[src/hdl/opl_pkg.sv]
// Constants, types and helpers for the output protection controller
package opl_pkg;

    ////////////////////////////////////////////////////////////////////////
    // Timing
    localparam real CLK_PERIOD_NS = 25.0;
    localparam real TICK_PERIOD_S = 0.001;
    localparam int TICK_CYCLES = int'(TICK_PERIOD_S * 1.0e9 / CLK_PERIOD_NS);
    localparam real DELAY_NORMAL_S = 0.08;
    localparam real DELAY_MAX_S = 2147483.647;
    localparam int DELAY_W = 31;
    localparam logic [30:0] DELAY_RESET =
        31'(int'(DELAY_NORMAL_S / TICK_PERIOD_S));
    localparam logic [30:0] DELAY_MAX = 31'(int'(DELAY_MAX_S / TICK_PERIOD_S));

    ////////////////////////////////////////////////////////////////////////
    // Channels and levels
    localparam int NUM_CH = 2;
    localparam int NUM_CH_MAX = 4;
    localparam int LEVEL_W = 16;
    localparam logic [15:0] LEVEL_MAX = 16'hffff;
    localparam logic [15:0] LEVEL_RESET = LEVEL_MAX / 16'h000a;

    ////////////////////////////////////////////////////////////////////////
    // Register map (byte addresses)
    localparam logic [5:0] OFS_CTRL = 6'h00;
    localparam logic [5:0] OFS_DELAY = 6'h04;
    localparam logic [5:0] OFS_CMD = 6'h08;
    localparam logic [5:0] OFS_STATUS = 6'h0c;
    localparam logic [5:0] OFS_IRQ_STAT = 6'h10;
    localparam logic [5:0] OFS_IRQ_CLR = 6'h14;
    localparam logic [5:0] OFS_IRQ_EN = 6'h18;
    localparam logic [5:0] OFS_LEVEL = 6'h20;
    localparam logic [5:0] LEVEL_STRIDE = 6'h08;
    localparam logic [5:0] PEND_OFS = 6'h04;

    localparam int CTRL_OCP_EN = 0;
    localparam int CTRL_MODE = 1;
    localparam int CTRL_OUT_ON = 3;
    localparam int CMD_CLEAR = 0;
    localparam int CMD_ARM = 1;
    localparam int ST_OUT_EN = 0;
    localparam int ST_OC = 1;
    localparam int ST_OV = 2;
    localparam int ST_INH_LATCH = 3;
    localparam int ST_INH_IN = 4;
    localparam int ST_ARMED = 5;
    localparam int ST_CC = 8;
    localparam int EV_CC = 0;
    localparam int EV_OC = 1;
    localparam int EV_INH = 2;
    localparam int EV_TRIG = 3;
    localparam int EV_W = 4;

    ////////////////////////////////////////////////////////////////////////
    // Types
    typedef enum logic [1:0] {RI_OFF, RI_LIVE, RI_LATCH} opl_ri_mode_t;

    typedef struct packed {
        logic read;
        logic write;
        logic [5:0] address;
        logic [3:0] byteenable;
        logic [31:0] writedata;
    } opl_avs_req_t;

    typedef struct packed {
        logic [31:0] readdata;
        logic waitrequest;
    } opl_avs_rsp_t;

    function automatic opl_ri_mode_t to_mode(input logic [1:0] v);
        unique case (v)
            2'h1: return RI_LIVE;
            2'h2: return RI_LATCH;
            default: return RI_OFF;
        endcase
    endfunction

    function automatic logic [31:0] be_merge(input logic [31:0] old_v,
                                             input logic [31:0] new_v,
                                             input logic [3:0] be);
        logic [31:0] r;
        r = old_v;
        for (int b = 0; b < 4; b++) begin
            if (be[b]) begin
                r[8*b +: 8] = new_v[8*b +: 8];
            end
        end
        return r;
    endfunction

endpackage

[src/hdl/opl_cc_delay.sv]
// Qualifying delay for one channel's constant-current indication
`timescale 1ns/1ps
module opl_cc_delay (
    input wire logic i_clk,
    input wire logic i_reset_n,
    input wire logic i_tick,
    input wire logic i_restart,
    input wire logic i_cc,
    input wire logic [opl_pkg::DELAY_W-1:0] i_delay,
    output logic o_rec
);
    import opl_pkg::*;

    typedef struct packed {
        logic [DELAY_W:0] cnt;
        logic rec;
    } opl_dly_st_t;

    opl_dly_st_t q;
    opl_dly_st_t d;

    // Counting strictly past the delay makes a partial first tick harmless,
    // so the wait is never shorter than programmed
    always_comb begin
        d = q;
        if (i_restart || !i_cc) begin
            d.cnt = '0;
            d.rec = 1'b0;
        end else if (!q.rec) begin
            if (i_delay == '0 || q.cnt > {1'b0, i_delay}) begin
                d.rec = 1'b1;
            end else if (i_tick) begin
                d.cnt = (DELAY_W+1)'(q.cnt + 1'b1);
            end
        end
    end

    always_ff @(posedge i_clk or negedge i_reset_n) begin
        if (!i_reset_n) begin
            q <= '0;
        end else begin
            q <= d;
        end
    end

    assign o_rec = q.rec;

endmodule // opl_cc_delay

[src/hdl/opl_level_slot.sv]
// Immediate and pending current levels of one output channel
`timescale 1ns/1ps
module opl_level_slot (
    input wire logic i_clk,
    input wire logic i_reset_n,
    input wire logic i_wr_imm,
    input wire logic [opl_pkg::LEVEL_W-1:0] i_imm,
    input wire logic i_wr_pend,
    input wire logic [opl_pkg::LEVEL_W-1:0] i_pend,
    input wire logic i_xfer,
    output logic [opl_pkg::LEVEL_W-1:0] o_imm,
    output logic [opl_pkg::LEVEL_W-1:0] o_pend
);
    import opl_pkg::*;

    typedef struct packed {
        logic [LEVEL_W-1:0] imm;
        logic [LEVEL_W-1:0] pend;
    } opl_slot_st_t;

    opl_slot_st_t q;
    opl_slot_st_t d;

    always_comb begin
        d = q;
        if (i_xfer) begin
            d.imm = q.pend;
        end
        // A direct write beats a trigger landing in the same cycle
        if (i_wr_imm) begin
            d.imm = i_imm;
        end
        if (i_wr_pend) begin
            d.pend = i_pend;
        end
    end

    always_ff @(posedge i_clk or negedge i_reset_n) begin
        if (!i_reset_n) begin
            q.imm <= LEVEL_RESET;
            q.pend <= LEVEL_RESET;
        end else begin
            q <= d;
        end
    end

    assign o_imm = q.imm;
    assign o_pend = q.pend;

endmodule // opl_level_slot

[src/hdl/opl_protect_ctrl.sv]
// Output protection, remote inhibit and current level controller
//
// The implementer's own choices: the address map and the Avalon-MM slave port.
`timescale 1ns/1ps
module opl_protect_ctrl #(
    parameter int NCH = opl_pkg::NUM_CH,
    parameter int TICK_CYCLES = opl_pkg::TICK_CYCLES
) (
    input wire logic I_CORE_CLK,
    input wire logic I_RESET_N,
    input wire opl_pkg::opl_avs_req_t I_AVS,
    output opl_pkg::opl_avs_rsp_t O_AVS,
    input wire logic [NCH-1:0] I_CC,
    input wire logic I_OV,
    input wire logic I_INHIBIT_N,
    input wire logic I_TRIGGER,
    input wire logic [1:0] I_NV_MODE,
    output logic O_NV_WR,
    output logic [1:0] O_NV_MODE,
    output logic O_OUT_EN,
    output logic [NCH-1:0] O_CC_REC,
    output logic O_OC_FLAG,
    output logic [NCH-1:0][opl_pkg::LEVEL_W-1:0] O_LEVEL,
    output logic O_IRQ
);
    import opl_pkg::*;

    localparam int TW = (TICK_CYCLES < 2) ? 1 : $clog2(TICK_CYCLES);
    localparam logic [TW-1:0] TICK_LAST = TW'(TICK_CYCLES - 1);

    if (NCH < 1 || NCH > NUM_CH_MAX || TICK_CYCLES < 2) begin : g_bad_cfg
        $error("opl_protect_ctrl: unsupported NCH or TICK_CYCLES");
    end

    ////////////////////////////////////////////////////////////////////////
    // State

    typedef struct packed {
        logic waitreq;
        logic [31:0] rdata;
        logic [TW-1:0] tick_cnt;
        logic tick;
        logic nv_loaded;
        logic nv_wr;
        opl_ri_mode_t mode;
        logic ocp_en;
        logic out_on;
        logic [DELAY_W-1:0] delay;
        logic oc_trip;
        logic ov_trip;
        logic inh_latch;
        logic inh_prev;
        logic armed;
        logic out_en;
        logic [NCH-1:0] cc_prev;
        logic [EV_W-1:0] irq_stat;
        logic [EV_W-1:0] irq_en;
        logic irq;
    } opl_ctrl_st_t;

    opl_ctrl_st_t q;
    opl_ctrl_st_t d;

    logic req;
    logic acc;
    logic wr;
    logic [5:0] word_a;
    logic [31:0] wd;
    logic [3:0] be;
    logic inh_low;
    logic xfer;
    logic prog_chg;
    logic [NCH-1:0] cc_rec;
    logic [NCH-1:0] wr_imm;
    logic [NCH-1:0] wr_pend;
    logic [NCH-1:0][LEVEL_W-1:0] lv_imm;
    logic [NCH-1:0][LEVEL_W-1:0] lv_pend;
    logic [31:0] rd;
    logic [EV_W-1:0] ev;
    logic clear_cmd;
    logic arm_cmd;
    logic clr_ok;
    logic live_off;
    logic ctrl_wr;

    ////////////////////////////////////////////////////////////////////////
    // Bus decode

    // A request is taken on the edge where waitrequest is already low,
    // which gives every access a fixed two-cycle shape
    assign req = I_AVS.read | I_AVS.write;
    assign acc = req & ~q.waitreq;
    assign wr = acc & I_AVS.write;
    assign word_a = {I_AVS.address[5:2], 2'b00};
    assign wd = I_AVS.writedata;
    assign be = I_AVS.byteenable;
    assign inh_low = ~I_INHIBIT_N;
    assign ctrl_wr = wr & (word_a == OFS_CTRL) & be[0];
    assign xfer = I_TRIGGER & q.armed;
    assign prog_chg = xfer | (|wr_imm) | ctrl_wr;

    ////////////////////////////////////////////////////////////////////////
    // Per-channel levels and constant-current qualification

    for (genvar g = 0; g < NCH; g++) begin : g_ch
        localparam logic [5:0] A_IMM = 6'(OFS_LEVEL + LEVEL_STRIDE * g);
        localparam logic [5:0] A_PEND = 6'(A_IMM + PEND_OFS);
        logic [31:0] m_imm;
        logic [31:0] m_pend;

        assign wr_imm[g] = wr & (word_a == A_IMM);
        assign wr_pend[g] = wr & (word_a == A_PEND);
        assign m_imm = be_merge(32'(lv_imm[g]), wd, be);
        assign m_pend = be_merge(32'(lv_pend[g]), wd, be);

        opl_level_slot u_slot (
            .i_clk(I_CORE_CLK),
            .i_reset_n(I_RESET_N),
            .i_wr_imm(wr_imm[g]),
            .i_imm(m_imm[LEVEL_W-1:0]),
            .i_wr_pend(wr_pend[g]),
            .i_pend(m_pend[LEVEL_W-1:0]),
            .i_xfer(xfer),
            .o_imm(lv_imm[g]),
            .o_pend(lv_pend[g])
        );

        opl_cc_delay u_dly (
            .i_clk(I_CORE_CLK),
            .i_reset_n(I_RESET_N),
            .i_tick(q.tick),
            .i_restart(prog_chg),
            .i_cc(I_CC[g]),
            .i_delay(q.delay),
            .o_rec(cc_rec[g])
        );
    end

    ////////////////////////////////////////////////////////////////////////
    // Next state

    always_comb begin
        d = q;
        rd = '0;
        ev = '0;
        d.nv_wr = 1'b0;

        // Read mux, sampled one cycle before the access completes
        case (word_a)
            OFS_CTRL: begin
                rd[CTRL_OCP_EN] = q.ocp_en;
                rd[CTRL_MODE +: 2] = q.mode;
                rd[CTRL_OUT_ON] = q.out_on;
            end
            OFS_DELAY: begin
                rd[DELAY_W-1:0] = q.delay;
            end
            OFS_STATUS: begin
                rd[ST_OUT_EN] = q.out_en;
                rd[ST_OC] = q.oc_trip;
                rd[ST_OV] = q.ov_trip;
                rd[ST_INH_LATCH] = q.inh_latch;
                rd[ST_INH_IN] = inh_low;
                rd[ST_ARMED] = q.armed;
                rd[ST_CC +: NCH] = cc_rec;
            end
            OFS_IRQ_STAT: begin
                rd[EV_W-1:0] = q.irq_stat;
            end
            OFS_IRQ_EN: begin
                rd[EV_W-1:0] = q.irq_en;
            end
            default: begin
            end
        endcase
        for (int i = 0; i < NCH; i++) begin
            if (word_a == 6'(OFS_LEVEL + LEVEL_STRIDE * i)) begin
                rd[LEVEL_W-1:0] = lv_imm[i];
            end
            if (word_a == 6'(OFS_LEVEL + LEVEL_STRIDE * i + PEND_OFS)) begin
                rd[LEVEL_W-1:0] = lv_pend[i];
            end
        end

        // Fixed millisecond tick for the protection delay
        d.tick = (q.tick_cnt == TICK_LAST);
        d.tick_cnt = d.tick ? '0 : TW'(q.tick_cnt + 1'b1);

        // Stored mode is picked up once, on the first cycle after reset
        if (!q.nv_loaded) begin
            d.nv_loaded = 1'b1;
            d.mode = to_mode(I_NV_MODE);
        end

        // Register writes
        if (ctrl_wr) begin
            d.ocp_en = wd[CTRL_OCP_EN];
            d.out_on = wd[CTRL_OUT_ON];
            d.mode = to_mode(wd[CTRL_MODE +: 2]);
            d.nv_wr = (d.mode != q.mode);
        end
        if (wr && word_a == OFS_DELAY) begin
            d.delay = DELAY_W'(be_merge(32'(q.delay), wd, be));
        end
        if (wr && word_a == OFS_IRQ_EN && be[0]) begin
            d.irq_en = wd[EV_W-1:0];
        end
        clear_cmd = wr && word_a == OFS_CMD && be[0] && wd[CMD_CLEAR];
        arm_cmd = wr && word_a == OFS_CMD && be[0] && wd[CMD_ARM];

        // Clear only with inhibit released and no fault still present
        clr_ok = clear_cmd && !inh_low && !I_OV && !(|cc_rec);
        if (clr_ok) begin
            d.oc_trip = 1'b0;
            d.ov_trip = 1'b0;
            d.inh_latch = 1'b0;
        end

        // Fault sets come after the clear so a same-cycle event wins
        if (I_OV) begin
            d.ov_trip = 1'b1;
        end
        if (q.ocp_en && (|cc_rec)) begin
            d.oc_trip = 1'b1;
        end
        if (q.mode == RI_LATCH && inh_low) begin
            d.inh_latch = 1'b1;
        end
        // Off mode never reaches the gate below
        live_off = (q.mode == RI_LIVE) && inh_low;

        // The user's on/off choice is never touched by a fault, so a
        // successful clear brings back whatever was set before
        d.out_en = d.out_on & ~d.oc_trip & ~d.ov_trip & ~d.inh_latch
                   & ~live_off;

        // Trigger arming is one-shot
        if (xfer) begin
            d.armed = 1'b0;
        end
        if (arm_cmd) begin
            d.armed = 1'b1;
        end

        // Events and interrupt
        ev[EV_CC] = |(cc_rec & ~q.cc_prev);
        ev[EV_OC] = d.oc_trip & ~q.oc_trip;
        ev[EV_INH] = (q.mode != RI_OFF) & inh_low & ~q.inh_prev;
        ev[EV_TRIG] = xfer;
        d.cc_prev = cc_rec;
        d.inh_prev = inh_low;
        if (wr && word_a == OFS_IRQ_CLR && be[0]) begin
            d.irq_stat = q.irq_stat & ~wd[EV_W-1:0];
        end
        d.irq_stat = d.irq_stat | ev;
        d.irq = |(d.irq_stat & d.irq_en);

        // Bus handshake
        d.waitreq = ~(req & q.waitreq);
        if (req && q.waitreq) begin
            d.rdata = rd;
        end
    end

    ////////////////////////////////////////////////////////////////////////
    // State register

    always_ff @(posedge I_CORE_CLK or negedge I_RESET_N) begin
        if (!I_RESET_N) begin
            q <= '0;
            q.waitreq <= 1'b1;
            q.delay <= DELAY_RESET;
            q.mode <= RI_OFF;
        end else begin
            q <= d;
        end
    end

    ////////////////////////////////////////////////////////////////////////
    // Outputs

    assign O_AVS.readdata = q.rdata;
    assign O_AVS.waitrequest = q.waitreq;
    assign O_NV_WR = q.nv_wr;
    assign O_NV_MODE = q.mode;
    assign O_OUT_EN = q.out_en;
    assign O_CC_REC = cc_rec;
    assign O_OC_FLAG = q.oc_trip;
    assign O_LEVEL = lv_imm;
    assign O_IRQ = q.irq;

endmodule // opl_protect_ctrl

[config.mk]
export PLATFORM = sky130hd
export DESIGN_NAME = opl_protect_ctrl
export DESIGN_NICKNAME = d
export VERILOG_FILES = /design/src/hdl/opl_pkg.sv /design/src/hdl/opl_cc_delay.sv /design/src/hdl/opl_level_slot.sv /design/src/hdl/opl_protect_ctrl.sv
export SDC_FILE = /design/constraint.sdc
export NUM_CORES = 1
export LEC_CHECK = 0
export ABC_AREA = 1
export BUFFER_PORTS_ARGS = -buffer_cell sky130_fd_sc_hd__buf_2
export CORE_MARGIN = 10
export CORE_UTILIZATION = 45
export DETAILED_ROUTE_END_ITERATION = 8
export MAX_ROUTING_LAYER = met4
export SYNTH_ARGS = -nofsm -noshare
export SYNTH_HDL_FRONTEND = slang
export SYNTH_SLANG_ARGS = --single-unit
[constraint.sdc]
create_clock -name I_CORE_CLK -period 4.6 [get_ports I_CORE_CLK]
set_input_delay 0.46 -clock I_CORE_CLK [delete_from_list [all_inputs] [get_ports I_CORE_CLK]]
set_output_delay 0.46 -clock I_CORE_CLK [all_outputs]
set_load 0.05 [all_outputs]
==> flow_summary.toml, run 1 <==
[synthesis]
ys_ff_latch = 233
synth_area_per_cell_um2 = 7.56
synthFlopType = "dfrtp_1"
ys_seq_area_share_pct = 42.3
synth_edf_count = 0
synthCells = 1834
yosys_warnings = 0
synth_area_mm2 = 0.0139
synth.distinct_cells = 46
syn_nets = 1952
async_reset_ff_share_pct = 100

[route]
drt_iter0_drc = 948
vias = 12500
wl_um = 40900
drt_first_pass_iters = 6
drt-vias-per-instance = 5.37
ant_nets = 0
drc = 0
wl_per_cell_um = 17.6

[power]
p_clk_share_pct = 36.3
seqPwrFrac_pct = 42.1
power.density_mw_per_mm2 = 380
power.switching_uw = 1990
leakagePower_uw = 0.00744
p_sw_share_pct = 34.0
power.internal_uw = 3870
p_total_uw = 5870
ir_worst_vdd_v = 0.000336
p_comb_share_pct = 21.6

[worst_setup_path]
worstSetupStartpoint = "O_AVS[0]$_DFF_PN1_"
rr_endpoint = "g_ch[0].u_dly.q[7]$_DFFE_PN0P_"
start_kind = "flip-flop"
crit_arrival_ps = 3430
end_kind = "flip-flop"
r2r_start = "O_AVS[0]$_DFF_PN1_"
cp.required_ps = 5090
r2r_slack_ps = 1670
path_max_fanout = 34
reg2reg_depth = 10
critical_path_class = "flip-flop to flip-flop"

[placement]
gp_congestion = 0.897
dpl.hpwl_um = 29900
place.port_buffers = 121

[die]
coreArea_mm2 = 0.0305
die_x_um = 196
ios = 126
start_util_pct = 45.5
fp.dieH_um = 196
fp.dieArea_mm2 = 0.0382
num_rows = 64

[clock_tree]
h-tree-depth = 1
cts-root-buf = "clkbuf_16"
clk_pin_slew_worst_paths_ps = 60
cts_buffers = 27
insertion_delay_ps = 560
cts_sinks = 233
max-clock-path-buffers = 3
cts_setup_buffers = 0
cts_tree = "built"

[sta]
slew_viol_final = 0
setup_viol = 0
min_period_ps = 2930
period_share_pct = 63.8
skew_ps = 14.1
fmax_mhz = 341
hold_viol_final = 0
slew-limit-headroom_pct = 43.0
rsz0062_at_grt = "no"
worst_slew_pin_slew_ps = 852
tns_ps = 0

[global_route]
grt_pass1_vias = 12400
grt_util_all_layers_pct = 21.7
gr-total-overflow = 0
grt_max_degree = 120
grt_pass1_wl_um = 67200
antenna_found_initial = 1

[final_layout]
fin_nets = 2024
drive_gt1_share_pct = 12.4
mostFrequentLayoutCell = "nand2_1"
fill_cells = 3049
final_cell_mix = "501 x nand2_1, 202 x dfrtp_1, 175 x nor2_1"
area_growth_pct = 11.4

[min_path]
hold_path_end = "q[15]$_DFF_PN0_"
worstHoldStart = "I_OV"
worstHoldPathCells = 3
hold_path_class = "input pin to flip-flop"

[job]
cap_violations = 0

[status]
status = "complete, no violations"
layer usage:
metal,GRT usage (%),routed length (um),up-vias
li1,-,-,6180
met1,28.9,18900,5965
met2,34.3,18900,287
met3,3.20,2210,56
met4,4.86,822,0
met5,-,0,-
worst max path at each step:
stage / cells past startpoint / slack, ps / to
after global placement: 13 / 1480 / g_ch[0].u_dly.q[7]$_DFFE_PN0P_
after floorplan: 15 / 2600 / g_ch[1].u_dly.q[10]$_DFFE_PN0P_
after global routing: 14 / 1430 / g_ch[1].u_dly.q[31]$_DFFE_PN0P_
final: 10 / 1670 / g_ch[0].u_dly.q[7]$_DFFE_PN0P_
after detailed placement: 13 / 1480 / g_ch[0].u_dly.q[7]$_DFFE_PN0P_
after CTS: 10 / 1670 / g_ch[0].u_dly.q[7]$_DFFE_PN0P_
through the flow:
step	utilization [%]	setup WS, ps	hold WS (ps)	instances	cell area [um2]
final	50.6	1670	126	2324	15400
after global routing	50.6	1430	132	2324	15400
after CTS	50.6	1670	99.9	2323	15400
after detailed placement	47.7	1480	451	2272	14600
after global placement	47.7	1480	448	2272	14600
after floorplan	-	2600	164	1834	13900
flip-flops by register name (all words and copies together), names as in the netlist:
register            cells
O_NV_WR                 1
q                      65
O_OUT_EN                1
O_AVS                  32
g_ch.u_slot.o_imm      32
g_ch.u_slot.o_pend     32
g_ch.u_dly.q           64
O_NV_MODE               2
O_OC_FLAG               1
g_ch.u_dly.o_rec        2
O_IRQ                   1
repair_timing:
action / 4_1_cts / 5_1_grt
resized for setup: 0 / 0
setup endpoints to repair: 0 / 0
hold buffers: 1 / 0
endpoints found under the hold margin: 67 / 0
synthesized netlist by cell type, types with 2 or more instances:
cell / number / area share, %
o22ai_1: 19 / 0.86
a21oi_1: 65 / 2.3
inv_2: 6 / 0.16
o221ai_1: 2 / 0.13
clkbuf_1: 29 / 0.78
nor2_2: 3 / 0.14
nand2_2: 9 / 0.41
xnor2_1: 14 / 0.88
or2_2: 2 / 0.090
buf_4: 40 / 2.2
nand3_1: 126 / 4.5
a31oi_1: 16 / 0.72
nor3_1: 64 / 2.3
inv_4: 2 / 0.090
o21ai_1: 3 / 0.11
o21a_1: 2 / 0.11
nor2_4: 5 / 0.41
conb_1: 2 / 0.054
nand4_1: 38 / 1.7
o21ai_0: 121 / 4.4
a221oi_1: 2 / 0.13
dfstp_2: 31 / 5.9
clkinv_1: 4 / 0.11
buf_6: 2 / 0.16
inv_1: 172 / 4.7
a21o_1: 2 / 0.11
nand2_1: 501 / 14
nor3b_1: 4 / 0.22
ha_1: 65 / 5.9
buf_2: 19 / 0.69
dfrtp_1: 202 / 36
nor4_1: 12 / 0.54
nand3b_1: 5 / 0.27
nor2_1: 175 / 4.7
xor2_1: 29 / 1.8
o211ai_1: 21 / 1.1
a211oi_1: 11 / 0.60
kinds of logic after synthesis:
kind of cell	share of synthesized area, %
other	0.0542
and+or+nand+nor	29.1
xor gates and xnor gates	2.72
AOI/OAI and AO/OA	11.1
buffers and inverters	8.81
adders and majority gates	5.86
DFF	42.3
worst max-delay path: stages (launching register included):
cell and delay (ps):
dfstp_2 540, nor2_1 80, nand2_1 400, nand2_1 170
nor3_4 230, nand2_2 290, inv_4 380, nand2_2 320
a211oi_1 280, nand2_1 80, nand2_1 70
area by class of cell:
type	count	area, um2	area share (%)
clock inverters	8	82.6	0.535
inverters	184	696	4.50
multi-input cells	1327	6780	43.9
repair buffers	133	721	4.67
well taps	396	495	3.21
flip-flops and latches	233	5870	38.0
clock buffers	42	802	5.19
diodes	1	2.50	0.0162
power groups by stage:
| stage | clock network, uW | logic, uW | registers [uW] |
|---|---|---|---|
| after floorplan | 0 | 631 | 2780 |
| after global placement | 0 | 1260 | 2500 |
| after detailed placement | 0 | 1280 | 2500 |
| after CTS | 2190 | 1280 | 2470 |
| after global routing | 2260 | 1400 | 2500 |
| final | 2130 | 1270 | 2470 |
Power figures use the tool's default switching activity.
==> run 2: changes to the inputs <==
- clock period: 4.6 -> 2.75 ns (I/O delays scaled with it)
==> flow_summary.toml, run 2 (synthesis results as in run 1) <==
[placement]
place.port_buffers = 121
gp_congestion = 0.923
dpl.hpwl_um = 30200
place_ws_ps = 453

[final_layout]
mostFrequentLayoutCell = "nand2_1"
fin_nets = 2069
drive_gt1_share_pct = 13.1
area_growth_pct = 14.2
largest_reg_flops = 65
reg_top3 = "q: 65 flops, g_ch.u_dly.q: 64 flops"
top_register = "q"
final_cell_mix = "501 x nand2_1, 202 x dfrtp_1, 175 x nor2_1"

[power]
ir_worst_vdd_v = 0.000521
power.density_mw_per_mm2 = 620
p_total_uw = 9820
leakagePower_uw = 0.00764

[route]
wl_um = 41100
drt_first_pass_iters = 5
drc = 0
wl_per_cell_um = 17.3
vias = 12500
ant_nets = 0
drt_iter0_drc = 792
drt-vias-per-instance = 5.29

[die]
ios = 126
fp.dieArea_mm2 = 0.0382
fp.dieH_um = 196
coreArea_mm2 = 0.0305
num_rows = 64
start_util_pct = 45.5
die_x_um = 196

[global_route]
grt_max_degree = 74
grt_pass1_vias = 12500
grt_pass1_wl_um = 67200
gr-total-overflow = 0
grt_util_all_layers_pct = 21.8
antenna_found_initial = 1

[clock_tree]
insertion_delay_ps = 570
cts_buffers = 27
clk_pin_slew_worst_paths_ps = 60
cts_sinks = 233
cts-root-buf = "clkbuf_16"
cts_tree = "built"
cts-resized-gates = 0
max-clock-path-buffers = 3
cts_setup_buffers = 0
postCtsHoldBufs = 26
h-tree-depth = 1

[job]
cap_violations = 0

[worst_setup_path]
cp.required_ps = 3240
critical_path_class = "flip-flop to flip-flop"
crit_arrival_ps = 2810
path_max_fanout = 32
start_kind = "flip-flop"
end_kind = "flip-flop"

[status]
status = "complete, no violations"

[sta]
hold_viol_final = 0
slew-limit-headroom_pct = 50.8
tns_ps = 0
period_share_pct = 84.4
rsz0062_at_grt = "no"
skew_ps = 24.6
fmax_mhz = 431
worst_slew_pin_slew_ps = 731
fin_hold_ws_ps = 50.0
setup_viol = 0
slew_viol_final = 0
min_period_ps = 2320
finalWorstSetupSlack_ps = 430

[min_path]
hold_path_class = "input pin to flip-flop"
run 2: cell types whose count changed in the layout (fill, tap and decap cells not counted), sizes merged:
cell         delta
dlygate4sd3    +25
bufinv          -1
buf            +20
clkinv          -1
clkinvlp        +1
run 2: metrics by stage:
stage / std cells / area [um2] / util [%]
final: 2368 / 15800 / 51.9
after global routing: 2368 / 15800 / 51.9
after CTS: 2367 / 15800 / 51.9
after detailed placement: 2292 / 14700 / 48.2
after global placement: 2292 / 14700 / 48.2
after floorplan: 1834 / 13900 / -
run 2: layer usage:
metal  share of wire, %  track usage (%)  vias to the layer above
li1                   -                -                     6252
met1                 46             28.7                     5856
met2                 46             34.3                      351
met3                5.4             3.24                       73
met4                2.8             6.14                        0
met5                  0                -                        -
run 2: where the power goes:
part           switching, uW  internal, uW
Combinational           1610           551
Sequential               268          3870
Clock                   1500          2030
Total                   3380          6450
run 2: worst max-delay path, stage by stage (launching register included):
cell,delay (ps)
dfrtp_1,380
inv_1,200
ha_1,290
a21oi_1,160
o21a_1,140
nand2_1,80
a21oi_1,210
nand2_1,80
nand2_1,80
nand3_1,80
nand2_1,70
buf_4,310
nand2_1,100
nand2_1,70
run 2: path summary, 6_finish.rpt:
path	start	to	slack, ps	cells past startpoint
max	q[46]$_DFFE_PN0P_	g_ch[0].u_dly.q[28]$_DFFE_PN0P_	430	13
min in group asynchronous	I_RESET_N	q[45]$_DFFE_PN0P_	240	2
min	I_AVS[15]	g_ch[1].u_slot.o_pend[15]$_DFFE_PN0P_	50	3
min reg2reg	q[55]$_DFF_PN0_	q[55]$_DFF_PN0_	460	1
max in group asynchronous	I_RESET_N	g_ch[0].u_slot.o_pend[12]$_DFFE_PN1P_	1680	3
max reg2reg	q[46]$_DFFE_PN0P_	g_ch[0].u_dly.q[28]$_DFFE_PN0P_	430	13
run 2: final cells by class:
type	instances	area, um2
Multi-Input combinational cell	1327	6780
Timing Repair Buffer	178	1130
Clock buffer	42	812
Tap cell	396	495
Sequential cell	233	5870
Antenna cell	1	2.50
Clock inverter	7	55.1
Inverter	184	696
Fill cell	2982	14700
==> run 3: changes to the inputs <==
- clock period: 2.75 -> 2.4 ns (I/O delays scaled with it)
==> flow_summary.toml, run 3 (synthesis results as in run 1) <==
[status]
status = "complete, no violations"

[global_route]
grt_util_all_layers_pct = 21.7
grt_pass1_vias = 12700
antenna_found_initial = 1
grt_pass1_wl_um = 67600
gr-total-overflow = 0
grt_max_degree = 80

[clock_tree]
h-tree-depth = 1
cts_tree = "built"
max-clock-path-buffers = 3
cts_buffers = 28
cts_sinks = 233
insertion_delay_ps = 550
cts_setup_buffers = 0
cts-root-buf = "clkbuf_16"
clk_pin_slew_worst_paths_ps = 60

[worst_setup_path]
cp.required_ps = 2830
cp_common_cell = "nand2_1"
crit_arrival_ps = 2670
end_kind = "flip-flop"
worstSetupStartpoint = "q[47]$_DFFE_PN0P_"
critical_path_class = "flip-flop to flip-flop"
reg2reg_depth = 14
r2r_start = "q[47]$_DFFE_PN0P_"
slowest_stage = "dfrtp_1"
start_kind = "flip-flop"
path_cells = "inv_1, ha_1, nand3b_1, nor2_1, nand2_1, nor2_1, nand2_1, nand2_1, nand2_1, nand3_1, nand2_2, clkbuf_16, nand2_1, nand2_1"
path_max_fanout = 16
critPathMaxStageDelay_ps = 350

[sta]
period_share_pct = 93.1
skew_ps = 11.0
slew-limit-headroom_pct = 56.4
fin_hold_ws_ps = 16.0
fmax_mhz = 448
worst_slew_pin_slew_ps = 651
tns_ps = 0
min_period_ps = 2230
setup_viol = 0
slew_viol_final = 0
hold_viol_final = 0

[die]
coreArea_mm2 = 0.0305
fp.dieH_um = 196
fp.dieArea_mm2 = 0.0382
die_x_um = 196
start_util_pct = 45.5
ios = 126
num_rows = 64

[power]
power.density_mw_per_mm2 = 724
leakagePower_uw = 0.00788
ir_worst_vdd_v = 0.000528
p_total_uw = 11800

[placement]
dpl.hpwl_um = 30700
place.port_buffers = 121
gp_congestion = 0.905
dpl_cell_area_mm2 = 0.0150

[final_layout]
final_cell_mix = "500 x nand2_1, 202 x dfrtp_1, 173 x nor2_1"
mostFrequentLayoutCell = "nand2_1"
reg_top3 = "q: 65 flops, g_ch.u_dly.q: 64 flops"
postLayoutCoreUtil_pct = 53.3
design_area_mm2 = 0.0163
area_growth_pct = 17.3
fill_cells = 2937
fin_nets = 2099
largest_reg_flops = 65
top_register = "q"
drive_gt1_share_pct = 14.9

[route]
drc = 0
wl_um = 41200
drt_iter0_drc = 993
ant_nets = 0
drt_first_pass_iters = 5
drt-vias-per-instance = 5.35
wl_per_cell_um = 17.2
vias = 12800

[job]
cap_violations = 0

[min_path]
worstHoldStart = "I_AVS[2]"
worstHoldPathCells = 3
hold_path_class = "input pin to flip-flop"
-- run 3: cell types whose count changed in the layout (fill, tap and decap cells not counted), sizes merged --
| cell | before | now |
|---|---|---|
| dlygate4sd3 | 26 | 25 |
| buf | 152 | 181 |
| bufinv | 0 | 3 |
| inv | 181 | 180 |
| clkinv | 8 | 7 |
| clkbuf | 42 | 45 |
-- run 3: power by group --
group	switching (uW)	internal, uW	leakage, uW	total [uW]
clock	1730	2800	0.000484	4530
combinational	1870	657	0.00445	2520
sequential	302	4430	0.00294	4730
total	3900	7890	0.00788	11800
-- run 3: worst max-delay path, delay by kind of cell (launching register included) --
family	cells	cell delay, ps
fa+ha+maj	1	320
simple gates	11	1130
flops	1	350
buf+inv	2	330
-- run 3: routing by layer --
| layer | global-route usage, % | wire [um] |
|---|---|---|
| met2 | 33.7 | 18700 |
| met3 | 3.44 | 2640 |
| met5 | - | 0 |
| met4 | 5.23 | 830 |
| met1 | 29.2 | 19000 |
-- run 3: final timing paths --
check	slack [ps]	to
worst max-delay path	170	g_ch[0].u_dly.q[19]$_DFFE_PN0P_
worst min-delay path	20	g_ch[0].u_slot.o_imm[2]$_DFFE_PN0P_
worst max register to register	170	g_ch[0].u_dly.q[19]$_DFFE_PN0P_
worst min register to register	480	O_AVS[26]$_DFFE_PN0P_
max in group asynchronous	1350	g_ch[0].u_slot.o_pend[8]$_DFFE_PN1P_
min in group asynchronous	290	g_ch[0].u_dly.q[23]$_DFFE_PN0P_
-- run 3: cell type report --
type / instances / area, um2 / area share [%]
Timing Repair Buffer: 207 / 1420 / 8.73
Tap cell: 396 / 495 / 3.04
Multi-Input combinational cell: 1327 / 6800 / 41.8
Inverter: 184 / 696 / 4.28
Clock inverter: 8 / 120 / 0.738
Clock buffer: 44 / 872 / 5.36
Antenna cell: 1 / 2.50 / 0.0154
Sequential cell: 233 / 5870 / 36.1
-- run 3: stage by stage --
stage,worst slack [ps],std cells
after floorplan,397,1834
after global placement,117,2321
after detailed placement,110,2321
after CTS,93.3,2398
after global routing,-3.61,2400
final,166,2400
-- run 3: timing repair --
action                                  4_1_cts  5_1_grt
hold endpoints to repair                     97        0
endpoints found under the setup margin        0       45
hold buffers                                 25        0
resized for setup                             0        8
